==> src/design/rcs_pkg.sv <==
// package for the run command source selector: source codes, input roles, timing.
// assumes a single 100 MHz system clock shared by every user of these names.
package rcs_pkg;

    // command source settings
    localparam logic [2:0] SRC_KEYPAD = 3'h0;
    localparam logic [2:0] SRC_TWO_WIRE = 3'h1; // two_wire_terminal_mode
    localparam logic [2:0] SRC_RUN_DIR = 3'h2;  // run_dir_terminal_mode
    localparam logic [2:0] SRC_SERIAL = 3'h3;
    localparam logic [2:0] SRC_FIELDBUS = 3'h4;
    localparam logic [2:0] SRC_PLC = 3'h5;

    // multi-function input role codes
    localparam int NUM_INPUTS = 11;
    localparam logic [4:0] FN_FWD = 5'h01;
    localparam logic [4:0] FN_REV = 5'h02;
    localparam logic [4:0] FN_RUN_ENABLE = 5'h0d;
    localparam logic [4:0] FN_FORWARD_JOG_INPUT = 5'h0e;
    localparam logic [4:0] FN_REVERSE_JOG_INPUT = 5'h0f;
    localparam logic [4:0] FN_PREMAG = 5'h10;

    // keypad multi-function key role
    localparam logic [1:0] MKEY_LOCAL_REMOTE = 2'h1;

    // direction lockout settings
    localparam logic [1:0] LOCK_NONE = 2'h0;
    localparam logic [1:0] LOCK_FWD = 2'h1;
    localparam logic [1:0] LOCK_REV = 2'h2;

    // start delay: counted in hundredths of a second, 0.00..100.00 s, default 1.00 s
    localparam int CLK_HZ = 100_000_000;
    localparam int DELAY_UNIT_MS = 10;
    localparam int DELAY_UNIT_CYCLES = CLK_HZ / 1000 * DELAY_UNIT_MS;
    localparam logic [13:0] DELAY_MAX = 14'h2710;
    localparam logic [13:0] DELAY_DEFAULT = 14'h0064;

    // serial link settings
    localparam logic [7:0] STATION_MAX = 8'hfa;
    localparam logic [2:0] RATE_DEFAULT = 3'h3; // 9600 bit/s
    localparam int RATE_1200 = 1200;

    // one run command
    typedef struct packed {
        logic run;
        logic rev;
    } rcs_cmd_t;

endpackage : rcs_pkg

==> src/design/rcs_selector.sv <==
// run command source selector: turns keypad, terminal, serial, fieldbus and plc commands
// into one run request with a direction.
// assumes keys and terminals are raw pins; digital source commands come from same-clock logic.
//
// Behaviour
// - run commands come from the source picked by the command-source setting 0..5.
// - keypad mode: forward or reverse key starts, stop key stops.
// - two-wire mode: only forward runs forward, only reverse runs reverse, else stop.
// - input role code 1 makes a terminal forward run, code 2 reverse run.
// - run-direction mode: forward input runs, reverse input only selects direction.
// - terminal start waits a settable delay, 0.00 to 100 s, default 1.00 s.
// - host commands over serial link; station 0..250, rate 1200..38400, default 9600.
// - multi-key role 1 toggles remote and local each press; indicator shows mode.
// - local takes keypad commands, ignores jog, needs run-enable input if one is assigned.
// - remote follows the configured sources without altering settings.
// - remote to local stops the motor and reports keypad for command and frequency.
// - local to remote with terminal source follows the terminals after a new start delay.
// - local to remote with a digital source stops, restarts on the next command.
// - without power-on run, inputs active at power-up block terminal runs until all clear.
// - after trip reset, terminal runs stay blocked until all inputs clear and run again.
// - lockout 0 allows both, 1 prevents forward, 2 prevents reverse.
`timescale 1ns/1ns

module rcs_selector #(
    parameter int DELAY_UNIT_CYCLES = rcs_pkg::DELAY_UNIT_CYCLES
) (
    input wire logic clk,
    input wire logic rst_b,
    input wire logic [2:0] cmd_source,
    input wire logic [rcs_pkg::NUM_INPUTS-1:0] term_pins,
    input wire logic [rcs_pkg::NUM_INPUTS-1:0][4:0] input_function_code,
    input wire logic key_fwd,
    input wire logic key_rev,
    input wire logic key_stop,
    input wire logic key_multi,
    input wire logic [1:0] multi_key_role,
    input wire logic [13:0] run_on_delay,
    input wire logic power_on_run,
    input wire logic trip_reset,
    input wire logic [1:0] direction_lockout,
    input wire rcs_pkg::rcs_cmd_t serial_cmd,
    input wire rcs_pkg::rcs_cmd_t fieldbus_cmd,
    input wire rcs_pkg::rcs_cmd_t plc_cmd,
    input wire logic [7:0] serial_station_number,
    input wire logic [2:0] serial_bit_rate,
    output rcs_pkg::rcs_cmd_t run_out,
    output logic local_mode,
    output logic [2:0] cmd_source_shown,
    output logic freq_source_keypad,
    output logic jog_allowed,
    output logic [7:0] station_number,
    output logic [16:0] serial_bit_cycles
);

    // true when any synchronised terminal carrying the given role is on
    function automatic logic role_on(
        input logic [rcs_pkg::NUM_INPUTS-1:0] pins,
        input logic [rcs_pkg::NUM_INPUTS-1:0][4:0] codes,
        input logic [4:0] code
    );
        logic hit;
        hit = 1'b0;
        for (int i = 0; i < rcs_pkg::NUM_INPUTS; i++) begin
            hit = hit | (pins[i] & (codes[i] == code));
        end
        return hit;
    endfunction : role_on

    // true when any terminal is given the role at all
    function automatic logic role_used(
        input logic [rcs_pkg::NUM_INPUTS-1:0][4:0] codes,
        input logic [4:0] code
    );
        logic hit;
        hit = 1'b0;
        for (int i = 0; i < rcs_pkg::NUM_INPUTS; i++) begin
            hit = hit | (codes[i] == code);
        end
        return hit;
    endfunction : role_used

    // two-flop synchronisers for terminals and keys
    // raw pins only reach the decode through both flops
    logic [rcs_pkg::NUM_INPUTS+3:0] sync_a;
    logic [rcs_pkg::NUM_INPUTS+3:0] sync_b;
    always_ff @(posedge clk or negedge rst_b) begin
        if (!rst_b) begin
            sync_a <= '0;
            sync_b <= '0;
        end else begin
            sync_a <= {key_multi, key_stop, key_rev, key_fwd, term_pins};
            sync_b <= sync_a;
        end
    end

    wire [rcs_pkg::NUM_INPUTS-1:0] pins = sync_b[rcs_pkg::NUM_INPUTS-1:0];
    wire k_fwd = sync_b[rcs_pkg::NUM_INPUTS];
    wire k_rev = sync_b[rcs_pkg::NUM_INPUTS+1];
    wire k_stop = sync_b[rcs_pkg::NUM_INPUTS+2];
    wire k_multi = sync_b[rcs_pkg::NUM_INPUTS+3];

    // key edge history and previous digital run levels
    logic k_fwd_q;
    logic k_rev_q;
    logic k_multi_q;
    logic dig_run_q;
    rcs_pkg::rcs_cmd_t dig_sel;
    always_ff @(posedge clk or negedge rst_b) begin
        if (!rst_b) begin
            k_fwd_q <= 1'b0;
            k_rev_q <= 1'b0;
            k_multi_q <= 1'b0;
            dig_run_q <= 1'b0;
        end else begin
            k_fwd_q <= k_fwd;
            k_rev_q <= k_rev;
            k_multi_q <= k_multi;
            dig_run_q <= dig_sel.run;
        end
    end

    // terminal role decode
    // jog and premagnetise roles only feed the lockout release checks
    wire t_fwd = role_on(pins, input_function_code, rcs_pkg::FN_FWD);
    wire t_rev = role_on(pins, input_function_code, rcs_pkg::FN_REV);
    wire t_jog = role_on(pins, input_function_code, rcs_pkg::FN_FORWARD_JOG_INPUT)
        | role_on(pins, input_function_code, rcs_pkg::FN_REVERSE_JOG_INPUT);
    wire t_premag = role_on(pins, input_function_code, rcs_pkg::FN_PREMAG);
    wire t_en_on = role_on(pins, input_function_code, rcs_pkg::FN_RUN_ENABLE);
    wire t_en_used = role_used(input_function_code, rcs_pkg::FN_RUN_ENABLE);
    wire any_op = t_fwd | t_rev | t_jog | t_premag;

    // key and mode events
    // a held forward, reverse or multi key gives one press; holding it does nothing more
    wire fwd_press = k_fwd & ~k_fwd_q;
    wire rev_press = k_rev & ~k_rev_q;
    wire toggle = k_multi & ~k_multi_q & (multi_key_role == rcs_pkg::MKEY_LOCAL_REMOTE);
    wire to_local = toggle & ~local_mode;
    wire to_remote = toggle & local_mode;

    // terminal command by mode
    // the reverse input never starts the motor in run-direction mode
    wire is_two_wire = cmd_source == rcs_pkg::SRC_TWO_WIRE;
    wire is_run_dir = cmd_source == rcs_pkg::SRC_RUN_DIR;
    wire is_term = is_two_wire | is_run_dir;
    wire tw_run = t_fwd ^ t_rev;
    wire tw_rev = t_rev & ~t_fwd;
    wire term_run = is_two_wire ? tw_run : t_fwd;
    wire term_rev = is_two_wire ? tw_rev : t_rev;

    // digital source select; other codes give an idle command here
    assign dig_sel = (cmd_source == rcs_pkg::SRC_SERIAL) ? serial_cmd
        : (cmd_source == rcs_pkg::SRC_FIELDBUS) ? fieldbus_cmd
        : (cmd_source == rcs_pkg::SRC_PLC) ? plc_cmd
        : '0;
    wire dig_rise = dig_sel.run & ~dig_run_q;

    // keypad run latch
    // stop acts on its level, so a held stop key keeps the drive stopped
    logic kp_run;
    logic kp_rev;
    wire next_kp_run = (k_stop | to_local | to_remote) ? 1'b0
        : (fwd_press | rev_press) ? 1'b1 : kp_run;
    wire next_kp_rev = rev_press ? 1'b1 : fwd_press ? 1'b0 : kp_rev;
    always_ff @(posedge clk or negedge rst_b) begin
        if (!rst_b) begin
            kp_run <= 1'b0;
            kp_rev <= 1'b0;
        end else begin
            kp_run <= next_kp_run;
            kp_rev <= next_kp_rev;
        end
    end

    // local/remote mode and digital re-arm gate
    // a digital source still asserting run on the way back to remote
    // must drop and raise it again before the drive restarts
    logic dig_armed;
    always_ff @(posedge clk or negedge rst_b) begin
        if (!rst_b) begin
            local_mode <= 1'b0;
            dig_armed <= 1'b1;
        end else begin
            local_mode <= local_mode ^ toggle;
            if (dig_rise) begin
                dig_armed <= 1'b1;
            end else if (to_remote) begin
                dig_armed <= 1'b0;
            end
        end
    end

    // power-up and trip lockouts; a set wins over the clear
    // the synchronisers show reset zeros for two edges, so the power-up
    // check waits until the pins have really reached the decode
    logic [1:0] pwr_cnt;
    logic pwr_block;
    logic trip_block;
    wire pwr_settled = pwr_cnt == 2'h2; // two synchroniser edges
    wire pwr_release = ~any_op | power_on_run;
    always_ff @(posedge clk or negedge rst_b) begin
        if (!rst_b) begin
            pwr_cnt <= 2'h0;
            pwr_block <= 1'b1;
            trip_block <= 1'b0;
        end else begin
            if (!pwr_settled) begin
                pwr_cnt <= pwr_cnt + 2'h1;
                pwr_block <= 1'b1; // held until the inputs have settled
            end else if (pwr_block && pwr_release) begin
                pwr_block <= 1'b0;
            end
            if (trip_reset) begin
                trip_block <= 1'b1;
            end else if (!any_op) begin
                trip_block <= 1'b0;
            end
        end
    end
    wire term_blocked = pwr_block | trip_block;

    // start delay counter for terminal runs
    // the count restarts whenever the request drops, so a bouncing contact
    // only starts the motor once it has stood for the whole delay
    logic [19:0] tick_cnt;
    logic [13:0] delay_cnt;
    logic term_running;
    wire delay_limit = run_on_delay > rcs_pkg::DELAY_MAX;
    wire [13:0] delay_set = delay_limit ? rcs_pkg::DELAY_MAX : run_on_delay;
    wire term_want = is_term & ~local_mode & term_run & ~term_blocked;
    wire tick = tick_cnt == 20'(DELAY_UNIT_CYCLES - 1);
    wire delay_done = delay_cnt >= delay_set;
    wire next_term_running = term_want & (term_running | delay_done);
    always_ff @(posedge clk or negedge rst_b) begin
        if (!rst_b) begin
            tick_cnt <= '0;
            delay_cnt <= '0;
            term_running <= 1'b0;
        end else begin
            term_running <= next_term_running;
            if (!term_want || term_running) begin
                tick_cnt <= '0;
                delay_cnt <= '0;
            end else if (tick) begin
                tick_cnt <= '0;
                delay_cnt <= delay_cnt + 14'h0001;
            end else begin
                tick_cnt <= tick_cnt + 20'h00001;
            end
        end
    end

    // final command: local keypad, or remote source, then direction lockout
    wire en_ok = ~t_en_used | t_en_on;
    wire kp_src = cmd_source == rcs_pkg::SRC_KEYPAD;
    wire rem_run = is_term ? term_running
        : kp_src ? kp_run
        : dig_sel.run & dig_armed;
    wire rem_rev = is_term ? term_rev : kp_src ? kp_rev : dig_sel.rev;
    wire sel_run = local_mode ? (kp_run & en_ok) : rem_run;
    wire sel_rev = local_mode ? kp_rev : rem_rev;
    // a locked direction turns into a stop, never into the other direction
    wire fwd_locked = (direction_lockout == rcs_pkg::LOCK_FWD) & ~sel_rev;
    wire rev_locked = (direction_lockout == rcs_pkg::LOCK_REV) & sel_rev;
    wire dir_locked = fwd_locked | rev_locked;
    rcs_pkg::rcs_cmd_t next_run_out;
    assign next_run_out.run = sel_run & ~dir_locked;
    assign next_run_out.rev = sel_rev;

    // serial settings: station clamp and bit period lookup
    // rate codes above the table fall back to the default rate
    wire [2:0] rate_code = (serial_bit_rate > 3'h5) ? rcs_pkg::RATE_DEFAULT : serial_bit_rate;
    wire [16:0] next_bit_cycles =
        17'((rcs_pkg::CLK_HZ / rcs_pkg::RATE_1200) >> rate_code);
    wire [7:0] next_station = (serial_station_number > rcs_pkg::STATION_MAX)
        ? rcs_pkg::STATION_MAX : serial_station_number;

    // registered outputs
    // every port below leaves straight from a flop
    always_ff @(posedge clk or negedge rst_b) begin
        if (!rst_b) begin
            run_out <= '0;
            cmd_source_shown <= rcs_pkg::SRC_KEYPAD;
            freq_source_keypad <= 1'b0;
            jog_allowed <= 1'b0;
            station_number <= '0;
            serial_bit_cycles <= '0;
        end else begin
            run_out <= next_run_out;
            cmd_source_shown <= local_mode ? rcs_pkg::SRC_KEYPAD : cmd_source;
            freq_source_keypad <= local_mode;
            jog_allowed <= ~local_mode;
            station_number <= next_station;
            serial_bit_cycles <= next_bit_cycles;
        end
    end

endmodule : rcs_selector

==> config.mk <==
export PLATFORM = sky130hd
export DESIGN_NAME = rcs_selector
export DESIGN_NICKNAME = d
export VERILOG_FILES = /design/src/design/rcs_pkg.sv /design/src/design/rcs_selector.sv
export SDC_FILE = /design/constraint.sdc
export NUM_CORES = 1
export LEC_CHECK = 0
export BUFFER_PORTS_ARGS = -buffer_cell sky130_fd_sc_hd__buf_2
export CORE_ASPECT_RATIO = 0.8
export CORE_MARGIN = 2
export CORE_UTILIZATION = 48
export CTS_CLUSTER_DIAMETER = 100
export DETAILED_ROUTE_END_ITERATION = 10
export HOLD_SLACK_MARGIN = 0.08
export PLACE_DENSITY = 0.81
export SLEW_MARGIN = 20
export SYNTH_ARGS = -nofsm -noshare
export SYNTH_HDL_FRONTEND = slang
export SYNTH_SLANG_ARGS = --single-unit
export TNS_END_PERCENT = 10
==> constraint.sdc <==
create_clock -name clk -period 3 [get_ports clk]
set_input_delay 0.3 -clock clk [delete_from_list [all_inputs] [get_ports clk]]
set_output_delay 0.3 -clock clk [all_outputs]
set_load 0.01 [all_outputs]
# == After elaboration in Yosys (flattened, before gate mapping) ==
# Cells that the tools add are included.
# op_classes
addsub,3
n_lt_le_gt_ge,4
n_eq_ne,78
n_shift,1
mux,29
bitwise_logic,179
n_reduce_logical,8
# ops
operator,n
$eq A5 B4 Y1 const B,33
$and A1 B1 Y1,83
$or A1 B1 Y1,83
$eq A5 B1 Y1 const B,11
$eq A5 B2 Y1 const B,11
$eq A5 B5 Y1 const B,11
$mux W14,3
$mux W20,2
$add A20 B1 Y20 const B,1
$eq A20 B20 Y1 const B,1
$mux W1,18
$shr A17 B3 Y17 const A,1
$add A14 B1 Y14 const B,1
$ge A14 B14 Y1,1
$gt A14 B14 Y1 const B,1
$not A1 Y1,11
$gt A8 B8 Y1 const B,1
$mux W8,1
$reduce_bool A2 Y1,4
$eq A3 B2 Y1 const B,2
$eq A3 B3 Y1 const B,2
$mux W2,3
$mux W3,2
$eq A2 B1 Y1 const B,2
other kinds (11),13
# word_totals
ff_bits,109
in_bits,112
out_inout_bits,33

# == Logic depth before layout (Yosys ltp) ==
# Gate-level depths: netlist (run 1).
# logic_depth
word_depth,22
depth_mapped,12

# == Worst setup path after synthesis (run 1) ==
# OpenSTA, ideal clock, no wires.
# synth_timing
path_type,input to register
from,input input_function_code[27] (netlist name)
to,register tick_cnt[14]
arrival_ns,2.961
t_required_ns,2.929
path_slack_ns,-0.033
path_stages,12
n_path_buf,1
path_cell_list,or4b_2 > o22ai_1 > or3_1 > nor2_1 > ha_1 > or3b_2 > a21o_1 > nor2_1 > o31ai_2 > or2_1 > buf_2 > nor2_1
# synth_between
elab_chain_len,15
elab_cells_between_ends,23
# synth_lines
element,line_no,rtl
from (decl),rcs_selector.sv:31,"input wire logic [rcs_pkg::NUM_INPUTS-1:0][4:0] input_function_code,"
$eq A5 B1 Y1 or $eq A5 B2 Y1 (tied branches),rcs_selector.sv:64,hit = hit | (pins[i] & (codes[i] == code));
$and A1 B1 Y1,rcs_selector.sv:64,
$or A1 B1 Y1 (6 in a row),rcs_selector.sv:64,
$xor A1 B1 Y1,rcs_selector.sv:146,wire tw_run = t_fwd ^ t_rev;
$mux W1 (*),rcs_selector.sv:148,wire term_run = is_two_wire ? tw_run : t_fwd;
$and A1 B1 Y1 (*) (2 in a row),rcs_selector.sv:230,wire term_want = is_term & ~local_mode & term_run & ~term_blocked;
$logic_not A1 Y1 (*),rcs_selector.sv:241,if (!term_want || term_running) begin
$logic_or A1 B1 Y1 (*),rcs_selector.sv:241,
$mux W20 (*),rcs_selector.sv:241,
to (signal assigned),rcs_selector.sv:248,tick_cnt <= tick_cnt + 20'h00001;
to (decl),rcs_selector.sv:225,logic [19:0] tick_cnt;
# Every way passes the cells marked *; elsewhere a longest branch is shown, timed or not.
# A chain may end at the register's enable or synchronous reset.

# == Worst setup path after layout (run 1) ==
# layout_timing
from,register sync_b[0] (netlist name)
to,register tick_cnt[17]
# layout_between
elab_chain_len,18
elab_cells_between_ends,29
# layout_lines
element,line_no,rtl
from (decl),rcs_selector.sv:85,logic [rcs_pkg::NUM_INPUTS+3:0] sync_b;
from (signal assigned),rcs_selector.sv:92,sync_b <= sync_a;
$and A1 B1 Y1,rcs_selector.sv:64,
$or A1 B1 Y1 (10 in a row),rcs_selector.sv:64,
$xor A1 B1 Y1,rcs_selector.sv:146,
$mux W1 (*),rcs_selector.sv:148,
$and A1 B1 Y1 (*) (2 in a row),rcs_selector.sv:230,
$logic_not A1 Y1 (*),rcs_selector.sv:241,
$logic_or A1 B1 Y1 (*),rcs_selector.sv:241,
$mux W20 (*),rcs_selector.sv:241,
# Marked as above.

==> results of run 1 <==
what timing repair did:
action                                 in CTS  in global routing
setup buffers                               0                  2
endpoints found under the hold margin      21                  0
gates cloned                                1                  0
gates resized for setup                     3                 19
hold buffers                               21                  0
pin swaps                                   1                 12
setup endpoints to repair                  13                 34
stage by stage:
step                      cells  total power (uW)  cell area (um^2)  setup TNS, ps  hold slack (ps)
after floorplan             539              1825              5464              0            4.409
after global placement      836              2074              6485          -1619            333.3
final                       876              3260              7092              0            168.7
after detailed placement    836              2101              6485          -4490            334.7
after CTS                   874              3273              6998         -73.25            157.0
after global routing        876              3409              7092         -485.2            166.7
placed cells by master (no fill, tap or decap), types with 9 or more instances in the layout:
| cell type | instances |
|---|---|
| sky130_fd_sc_hd__nor2_1 | 48 |
| sky130_fd_sc_hd__nor2b_1 | 11 |
| sky130_fd_sc_hd__a21oi_1 | 9 |
| sky130_fd_sc_hd__ha_1 | 25 |
| sky130_fd_sc_hd__clkbuf_16 | 9 |
| sky130_fd_sc_hd__xor2_1 | 22 |
| sky130_fd_sc_hd__nand2b_1 | 12 |
| sky130_fd_sc_hd__nand3_1 | 20 |
| sky130_fd_sc_hd__dlygate4sd3_1 | 21 |
| sky130_fd_sc_hd__inv_1 | 21 |
| sky130_fd_sc_hd__buf_2 | 143 |
| sky130_fd_sc_hd__buf_4 | 26 |
| sky130_fd_sc_hd__o21ai_0 | 9 |
| sky130_fd_sc_hd__nand3b_1 | 17 |
| sky130_fd_sc_hd__nor4_1 | 9 |
| sky130_fd_sc_hd__nor3_1 | 18 |
| sky130_fd_sc_hd__nand2_1 | 50 |
| sky130_fd_sc_hd__and3_1 | 11 |
| sky130_fd_sc_hd__o22ai_1 | 10 |
| sky130_fd_sc_hd__xnor2_1 | 10 |
| sky130_fd_sc_hd__dfrtp_1 | 105 |
critical path: cells and delay by family, from the launching register on:
kind,cells,cell delay (ps)
flip-flops,1,350
adder cells (fa/ha/maj),1,260
AND/OR/NAND/NOR,7,1640
AO/OA/AOI/OAI,3,650
how the worst max path moves through the flow:
stage                                  startpoint           end  slack (ps)  depth (start not counted)
after global placement    input_function_code[27]   tick_cnt[9]        -150                         12
after global routing                    sync_b[0]  tick_cnt[17]         -80                         11
after detailed placement  input_function_code[53]  tick_cnt[14]        -280                         12
after floorplan           input_function_code[27]  tick_cnt[14]           3                         12
final                                   sync_b[0]  tick_cnt[17]          40                         11
after CTS                               sync_b[5]  tick_cnt[14]         -30                         11
report_power, final:
group	internal, uW	switching (uW)
clock	587	566
combinational	240	274
sequential	1540	57.2
layout make-up:
cell class	count	area [um^2]	area share, %
clock buffer	10	229.0	3.229
sequential	107	2680	37.79
timing repair buffer	192	1152	16.25
multi-input combinational	396	2714	38.27
inverter	21	78.83	1.112
tap	144	180.2	2.541
clock inverter	6	57.56	0.8116
per-layer routing:
metal  vias up  part of all wire [%]  wire length (um)
met2       190                    47              6606
li1       2311                     -                 -
met5         -                     0                 0
met1      2286                    44              6270
met3        24                   6.9               978
met4         0                   1.8               261
flip-flops by register name, summed over array words and instances (netlist names), 2 cells and up:
| register | flops |
|---|---|
| cmd_source_shown | 3 |
| delay_cnt | 14 |
| pwr_cnt | 2 |
| run_out | 2 |
| serial_bit_cycles | 15 |
| station_number | 8 |
| sync_a | 15 |
| sync_b | 15 |
| tick_cnt | 20 |
cells by family (layout without fill, tap and decap cells):
family / count (synthesis) / after routing / synth area share, %
XOR/XNOR: 32 / 32 / 5.136
buffers and inverters: 37 / 229 / 2.912
AO/OA/AOI/OAI: 69 / 69 / 9.058
flip-flops: 107 / 107 / 49.12
AND/OR/NAND/NOR: 265 / 266 / 27.26
adder cells (fa/ha/maj): 25 / 25 / 5.733
multiplexers: 4 / 4 / 0.7796
==> run summary, run 1 <==
ROUTING
-----------------------------------------------------------------------------------------------
Number of violations reported at the end of detailed-routing iteration 0 .........          337
DRC violations left ..............................................................            0
Routed via count divided by cell count ...........................................        5.492
Detailed-route wire length .......................................................     14120 um
Detailed-route via count .........................................................         4811
Number of nets with antenna violations after detailed routing ....................            0
Routed wire length per instance ..................................................     16.12 um
DRT Pass-1 Iters .................................................................            5

SYNTHESIS
-----------------------------------------------------------------------------------------------
Top cells by area, synth ......................................................... sky130_fd_sc_hd__dfrtp_1 (48%), sky130_fd_sc_hd__ha_1 (5.7%), sky130_fd_sc_hd__nor2_1 (3.8%)
Largest area contributor in the netlist .......................................... sky130_fd_sc_hd__dfrtp_1
Syn. warnings ....................................................................            0
Proportion of synthesized flip-flops having asynchronous set or reset ............       100.0%
Commonest cells post-synth ....................................................... sky130_fd_sc_hd__dfrtp_1 (105), sky130_fd_sc_hd__nor2_1 (55), sky130_fd_sc_hd__nand2_1 (50)
Post-synthesis instance total ....................................................          539
Predominant post-synthesis flop cell ............................................. sky130_fd_sc_hd__dfrtp_1
EDFF count, synth ................................................................            0
Post-synthesis average cell area .................................................   10.12 um^2
Flop and latch count out of synthesis ............................................          107
Top-count cell post-synth ........................................................ sky130_fd_sc_hd__dfrtp_1
Area of the mapped netlist ....................................................... 0.005456 mm^2
Share of the yosys chip area belonging to registers ..............................       49.12%
Syn Nets .........................................................................          676
Distinct cells, synth ............................................................           68
Top-area cell type share of the netlist area .....................................       48.15%

LAYOUT
-----------------------------------------------------------------------------------------------
Nets .............................................................................          864
Layout cell share with drive strength beyond 1 ...................................       29.78%
Diodes inserted ..................................................................            0
Post-route core utilization ......................................................       64.61%
Layout Area Growth over Synthesis ................................................       29.97%
Number of inserted filler cells in the final layout ..............................          872

WORST HOLD PATH
-----------------------------------------------------------------------------------------------
Hold Path Sink ................................................................... station_number[0]
Min-Delay Path Depth .............................................................            2
Worst Min Path Start ............................................................. serial_station_number[0]
Hold WC Path Type ................................................................ primary input to register

RUN
-----------------------------------------------------------------------------------------------
Max-Cap Viols ....................................................................            0

TIMING
-----------------------------------------------------------------------------------------------
Actual transition at the worst max-transition pin ................................     823.7 ps
Max Slew Vio Count ...............................................................            0
Worst Clk Skew ...................................................................     11.38 ps
Relative slew slack ..............................................................       45.09%
Ratio of final minimum period to clock period ....................................       98.64%
Unrepaired setup endpoints after global routing ..................................         true
Min cycle time layout ............................................................      2959 ps
Upper clock frequency limit ......................................................    337.9 MHz
Final Worst Setup Slack ..........................................................     40.77 ps
Count of endpoints failing hold in the final timing report .......................            0
Number of failing setup endpoints in the final timing report .....................            0

GRT
-----------------------------------------------------------------------------------------------
Initial antenna violation count ..................................................            0
Global-route usage over all layers ...............................................       23.55%
Met1 capacity usage during global routing ........................................       32.30%
Largest net degree at the start of global routing ................................           67
GR peak layer ....................................................................         met2
Met3 GRT Util ....................................................................       4.931%
Fraction of met2 tracks used by global routing ...................................       38.04%
Overflow after GRT ...............................................................            0
Global-route wire length before repair ...........................................     22770 um
Via count of the first global-routing pass .......................................         4713

RUN STATUS
-----------------------------------------------------------------------------------------------
Run status .......................................................................    completed

SETUP PATH
-----------------------------------------------------------------------------------------------
Cells along the critical path .................................................... or4bb_4, o32a_1, nand4_1, nor2_2, ha_1, or3b_4, a21o_1, nor2_2, o31ai_4, or2_4, nor2_1
Kind of end point of the critical path ...........................................     register
Top fanout value on the critical path ............................................            6
Worst r2r dst .................................................................... tick_cnt[17]
Worst Path Arrival ...............................................................      3240 ps
Worst reg2reg path startpoint ....................................................    sync_b[0]
Startpoint class of the critical path ............................................     register
Maximum cell stage delay along the critical path .................................       470 ps
Endpoint required time on the critical path ......................................      3280 ps
Cell with the largest stage delay on the worst path .............................. sky130_fd_sc_hd__or4bb_4
Setup slack of the worst register-to-register path ...............................        40 ps
Worst R2R Path Depth .............................................................           11
Most numerous cell on the critical path .......................................... sky130_fd_sc_hd__nor2_2
Setup Crit Path Kind ............................................................. register to register

CLOCK TREE
-----------------------------------------------------------------------------------------------
Num CTS Buffers ..................................................................            9
Clk sinks ........................................................................          107
# H-tree levels ..................................................................            3
Clock tree from TritonCTS ........................................................          yes
Clock input transition at the sequential cells of the worst setup and hold paths .        80 ps
Clock insertion delay at the later pin of the skew report ........................       350 ps
Cell at the root of the clock tree ............................................... sky130_fd_sc_hd__clkbuf_16
CTS max path bufs ................................................................            2

PWR
-----------------------------------------------------------------------------------------------
Power per Cell Area .............................................................. 459.7 mW/mm^2
P_leak ...........................................................................  0.003306 uW
Max VDD drop .....................................................................  0.0002800 V

DIE
-----------------------------------------------------------------------------------------------
Placement row count ..............................................................           34
Die area ......................................................................... 0.01224 mm^2
Floorplan Core Area .............................................................. 0.01098 mm^2
Initial Util .....................................................................       49.72%
Chip width .......................................................................     123.2 um
Number of I/O pins ...............................................................          145
Height of the die ................................................................     99.36 um

PLACED DESIGN
-----------------------------------------------------------------------------------------------
Post-Place Setup Slack ...........................................................    -277.4 ps
Detailed-placement wirelength estimate ...........................................     10650 um
Port bufs ........................................................................          144
Global placer's final weighted congestion ........................................       0.9509

(Power assumes the default switching activity.)
==> inputs of run 2 (changes only) <==
--- a/config.mk
+++ b/config.mk
@@ -5,10 +5,11 @@
 export SDC_FILE = /design/constraint.sdc
 export NUM_CORES = 1
 export LEC_CHECK = 0
+export ABC_AREA = 1
 export BUFFER_PORTS_ARGS = -buffer_cell sky130_fd_sc_hd__buf_2
 export CORE_ASPECT_RATIO = 0.8
 export CORE_MARGIN = 2
-export CORE_UTILIZATION = 48
+export CORE_UTILIZATION = 49
 export CTS_CLUSTER_DIAMETER = 100
 export DETAILED_ROUTE_END_ITERATION = 10
 export HOLD_SLACK_MARGIN = 0.08
==> run 2 against run 1 <==
- critical path depth fell by 1
- via count rose by 10%
- first-iteration DRC count rose by 11%
- sequential share of layout area fell by 0.64 points
- total power rose by 1.3%
- routed wire length fell by 3.7%
- clock power rose by 6%
- sequential power barely moved
- final cell count rose by 21%
- global-route usage fell by 1.6 points
- largest power group unchanged
- area after synthesis rose by 6.6%
==> run summary, run 2 <==
RUN STATUS
-----------------------------------------------------------------------------------------------
Run status .......................................................................    completed

WORST HOLD PATH
-----------------------------------------------------------------------------------------------
Worst Min Path Start .............................................................   trip_reset
Hold WC Path Type ................................................................ primary input to register

SETUP PATH
-----------------------------------------------------------------------------------------------
Startpoint class of the critical path ............................................     register
Kind of end point of the critical path ...........................................     register
Worst Path Arrival ...............................................................      2670 ps
Family with the most delay on the worst path ..................................... simple AND/OR/NAND/NOR gates
Setup Crit Path Kind ............................................................. register to register
Worst Path Buf+Inv ...............................................................            1
Top fanout value on the critical path ............................................           15
Worst setup path start ...........................................................    sync_b[2]
Endpoint required time on the critical path ......................................      3240 ps
Most numerous cell on the critical path .......................................... sky130_fd_sc_hd__nor2_1
Cells along the critical path .................................................... inv_1, nor2_1, nand3_1, o21ai_0, nor2_1, and3_1, ha_1, a21oi_2, nand4_2, nor3b_1
Worst reg2reg path startpoint ....................................................    sync_b[2]
Cell with the largest stage delay on the worst path .............................. sky130_fd_sc_hd__nand4_2
Maximum cell stage delay along the critical path .................................       380 ps

RUN
-----------------------------------------------------------------------------------------------
Max-Cap Viols ....................................................................            0

SYNTHESIS
-----------------------------------------------------------------------------------------------
Area of the mapped netlist ....................................................... 0.005818 mm^2
Top cells by area, synth ......................................................... sky130_fd_sc_hd__dfrtp_1 (45%), sky130_fd_sc_hd__nor2_1 (8.8%), sky130_fd_sc_hd__nand2_1 (8.5%)
Largest area contributor in the netlist .......................................... sky130_fd_sc_hd__dfrtp_1
EDFF count, synth ................................................................            0
Commonest cells post-synth ....................................................... sky130_fd_sc_hd__nor2_1 (137), sky130_fd_sc_hd__nand2_1 (132), sky130_fd_sc_hd__inv_1 (111)
Post-synthesis instance total ....................................................          741
Syn Nets .........................................................................          878
Post-synthesis average cell area .................................................   7.852 um^2
Distinct cells, synth ............................................................           40
Syn. warnings ....................................................................            0
Proportion of synthesized flip-flops having asynchronous set or reset ............       100.0%
Predominant post-synthesis flop cell ............................................. sky130_fd_sc_hd__dfrtp_1
Top-area cell type share of the netlist area .....................................       45.16%
Flop and latch count out of synthesis ............................................          107
Share of the yosys chip area belonging to registers ..............................       46.06%
Top-count cell post-synth ........................................................ sky130_fd_sc_hd__nor2_1

LAYOUT
-----------------------------------------------------------------------------------------------
Most frequent cells in the layout ................................................ sky130_fd_sc_hd__buf_2 (143), sky130_fd_sc_hd__nor2_1 (137), sky130_fd_sc_hd__nand2_1 (132)
Post-route core utilization ......................................................       62.40%
Most frequent standard cell in the layout excluding fill and tap cells ........... sky130_fd_sc_hd__buf_2
Layout cell share with drive strength beyond 1 ...................................       20.50%
Number of inserted filler cells in the final layout ..............................         1003
Register area .................................................................... 0.002680 mm^2
Area taken by multi-input logic gates ............................................ 0.002644 mm^2
Diodes inserted ..................................................................            0
Number of flip-flops in the largest register .....................................           20
Nets .............................................................................         1044
Layout Area Growth over Synthesis ................................................       24.00%
Largest Register .................................................................     tick_cnt

PLACED DESIGN
-----------------------------------------------------------------------------------------------
Port bufs ........................................................................          144
Global placer's final weighted congestion ........................................       0.9623
Detailed-placement wirelength estimate ...........................................     10540 um

TIMING
-----------------------------------------------------------------------------------------------
Max Slew Vio Count ...............................................................            0
Setup TNS Final ..................................................................         0 ps
Count of endpoints failing hold in the final timing report .......................            0
Min cycle time layout ............................................................      2427 ps
Unrepaired setup endpoints after global routing ..................................        false
Ratio of final minimum period to clock period ....................................       80.90%
Actual transition at the worst max-transition pin ................................     483.6 ps
Relative slew slack ..............................................................       67.64%
Upper clock frequency limit ......................................................    412.1 MHz
Worst Clk Skew ...................................................................     7.544 ps
Number of failing setup endpoints in the final timing report .....................            0

DIE
-----------------------------------------------------------------------------------------------
Placement row count ..............................................................           35
Die area ......................................................................... 0.01277 mm^2
Height of the die ................................................................     101.5 um
Chip width .......................................................................     125.8 um
Initial Util .....................................................................       50.32%
Number of I/O pins ...............................................................          145
Floorplan Core Area .............................................................. 0.01156 mm^2

ROUTING
-----------------------------------------------------------------------------------------------
Number of nets with antenna violations after detailed routing ....................            0
Number of violations reported at the end of detailed-routing iteration 0 .........          374
DRT Pass-1 Iters .................................................................            4
Detailed-route via count .........................................................         5305
Routed via count divided by cell count ...........................................        5.005
Detailed-route wire length .......................................................     13600 um
Routed wire length per instance ..................................................     12.83 um
DRC violations left ..............................................................            0

PWR
-----------------------------------------------------------------------------------------------
Power per Cell Area .............................................................. 457.8 mW/mm^2
Max VDD drop .....................................................................  0.0003361 V
P_leak ...........................................................................  0.003681 uW

GRT
-----------------------------------------------------------------------------------------------
Largest net degree at the start of global routing ................................           76
Initial antenna violation count ..................................................            0
Overflow after GRT ...............................................................            0
Global-route usage over all layers ...............................................       21.99%
Global-route wire length before repair ...........................................     22690 um
Via count of the first global-routing pass .......................................         4942

CLOCK TREE
-----------------------------------------------------------------------------------------------
Clock tree from TritonCTS ........................................................          yes
Clk sinks ........................................................................          107
Number of gates resized after cts ................................................            0
Num CTS Buffers ..................................................................            9
Clock insertion delay at the later pin of the skew report ........................       340 ps
Clock input transition at the sequential cells of the worst setup and hold paths .        70 ps
# H-tree levels ..................................................................            3
CTS max path bufs ................................................................            2
Cell at the root of the clock tree ............................................... sky130_fd_sc_hd__clkbuf_16

run 2: cell types whose count changed after synthesis, moves of 17 or more:
| cell | previous run | this run |
|---|---|---|
| sky130_fd_sc_hd__inv_1 | 21 | 111 |
| sky130_fd_sc_hd__nand2_1 | 50 | 132 |
| sky130_fd_sc_hd__nand3_1 | 20 | 49 |
| sky130_fd_sc_hd__nand4_1 | 8 | 29 |
| sky130_fd_sc_hd__nor2_1 | 55 | 137 |
| sky130_fd_sc_hd__o21ai_0 | 9 | 26 |
run 2: cell type report:
| cell class | count | area share [%] |
|---|---|---|
| flip-flops and latches | 107 | 37.15 |
| multi-input cells | 507 | 36.65 |
| repair buffers | 167 | 13.32 |
| inverters | 115 | 5.983 |
| clock buffers | 11 | 3.365 |
| well taps | 148 | 2.567 |
| clock inverters | 5 | 0.9712 |
run 2: power by group:
part           switching, uW  internal (uW)  total, uW
clock                    536            685       1220
sequential              55.6           1540       1590
combinational            295            195        490
total                    886           2420       3300
run 2: timing repair:
| action | CTS | global route |
|---|---|---|
| hold buffers | 21 | 0 |
| endpoints found under the hold margin | 52 | 0 |
| setup buffers | 0 | 0 |
run 2: stage by stage:
step | instances | setup slack [ps] | cell area, um^2 | total power, uW | hold WS (ps)
after floorplan | 741 | 909.7 | 5818 | 1835 | 4.409
after global placement | 1023 | 559.5 | 6691 | 2074 | 268.4
after detailed placement | 1023 | 494.3 | 6691 | 2085 | 276.4
after CTS | 1060 | 571.9 | 7214 | 3340 | 132.4
after global routing | 1060 | 262.4 | 7214 | 3482 | 142.4
final | 1060 | 573.1 | 7214 | 3303 | 142.9
run 2: path summary, 6_finish.rpt:
check | endpoint | slack, ps | cells after the start
setup / recovery | tick_cnt[9] | 570 | 10
hold / removal | trip_block | 140 | 3
setup reg to reg | tick_cnt[9] | 570 | 10
hold reg to reg | sync_b[12] | 350 | 0
min in group asynchronous | serial_bit_cycles[0] | 430 | 2
max in group asynchronous | dig_armed | 1780 | 3
run 2: logic make-up (layout without fill, tap and decap cells):
group	count (synthesis)	count (layout)	share of synthesized area [%]
flops	107	107	46.06
xor+xnor	21	21	3.161
simple gates	405	405	31.48
fa+ha+maj	25	25	5.376
buf+inv	127	298	8.495
compound gates	56	56	5.419
run 2: metal layers:
metal	vias to the layer above	GRT usage [%]	wire (um)
li1	2713	-	-
met1	2408	31.29	6583
met2	172	35.18	5894
met3	12	4.596	988
met4	0	5.072	128
met5	-	0	0
run 2: worst min-delay path, stage by stage:
cell and delay (ps):
sky130_fd_sc_hd__buf_2 70, sky130_fd_sc_hd__inv_1 30, sky130_fd_sc_hd__nand2_1 50
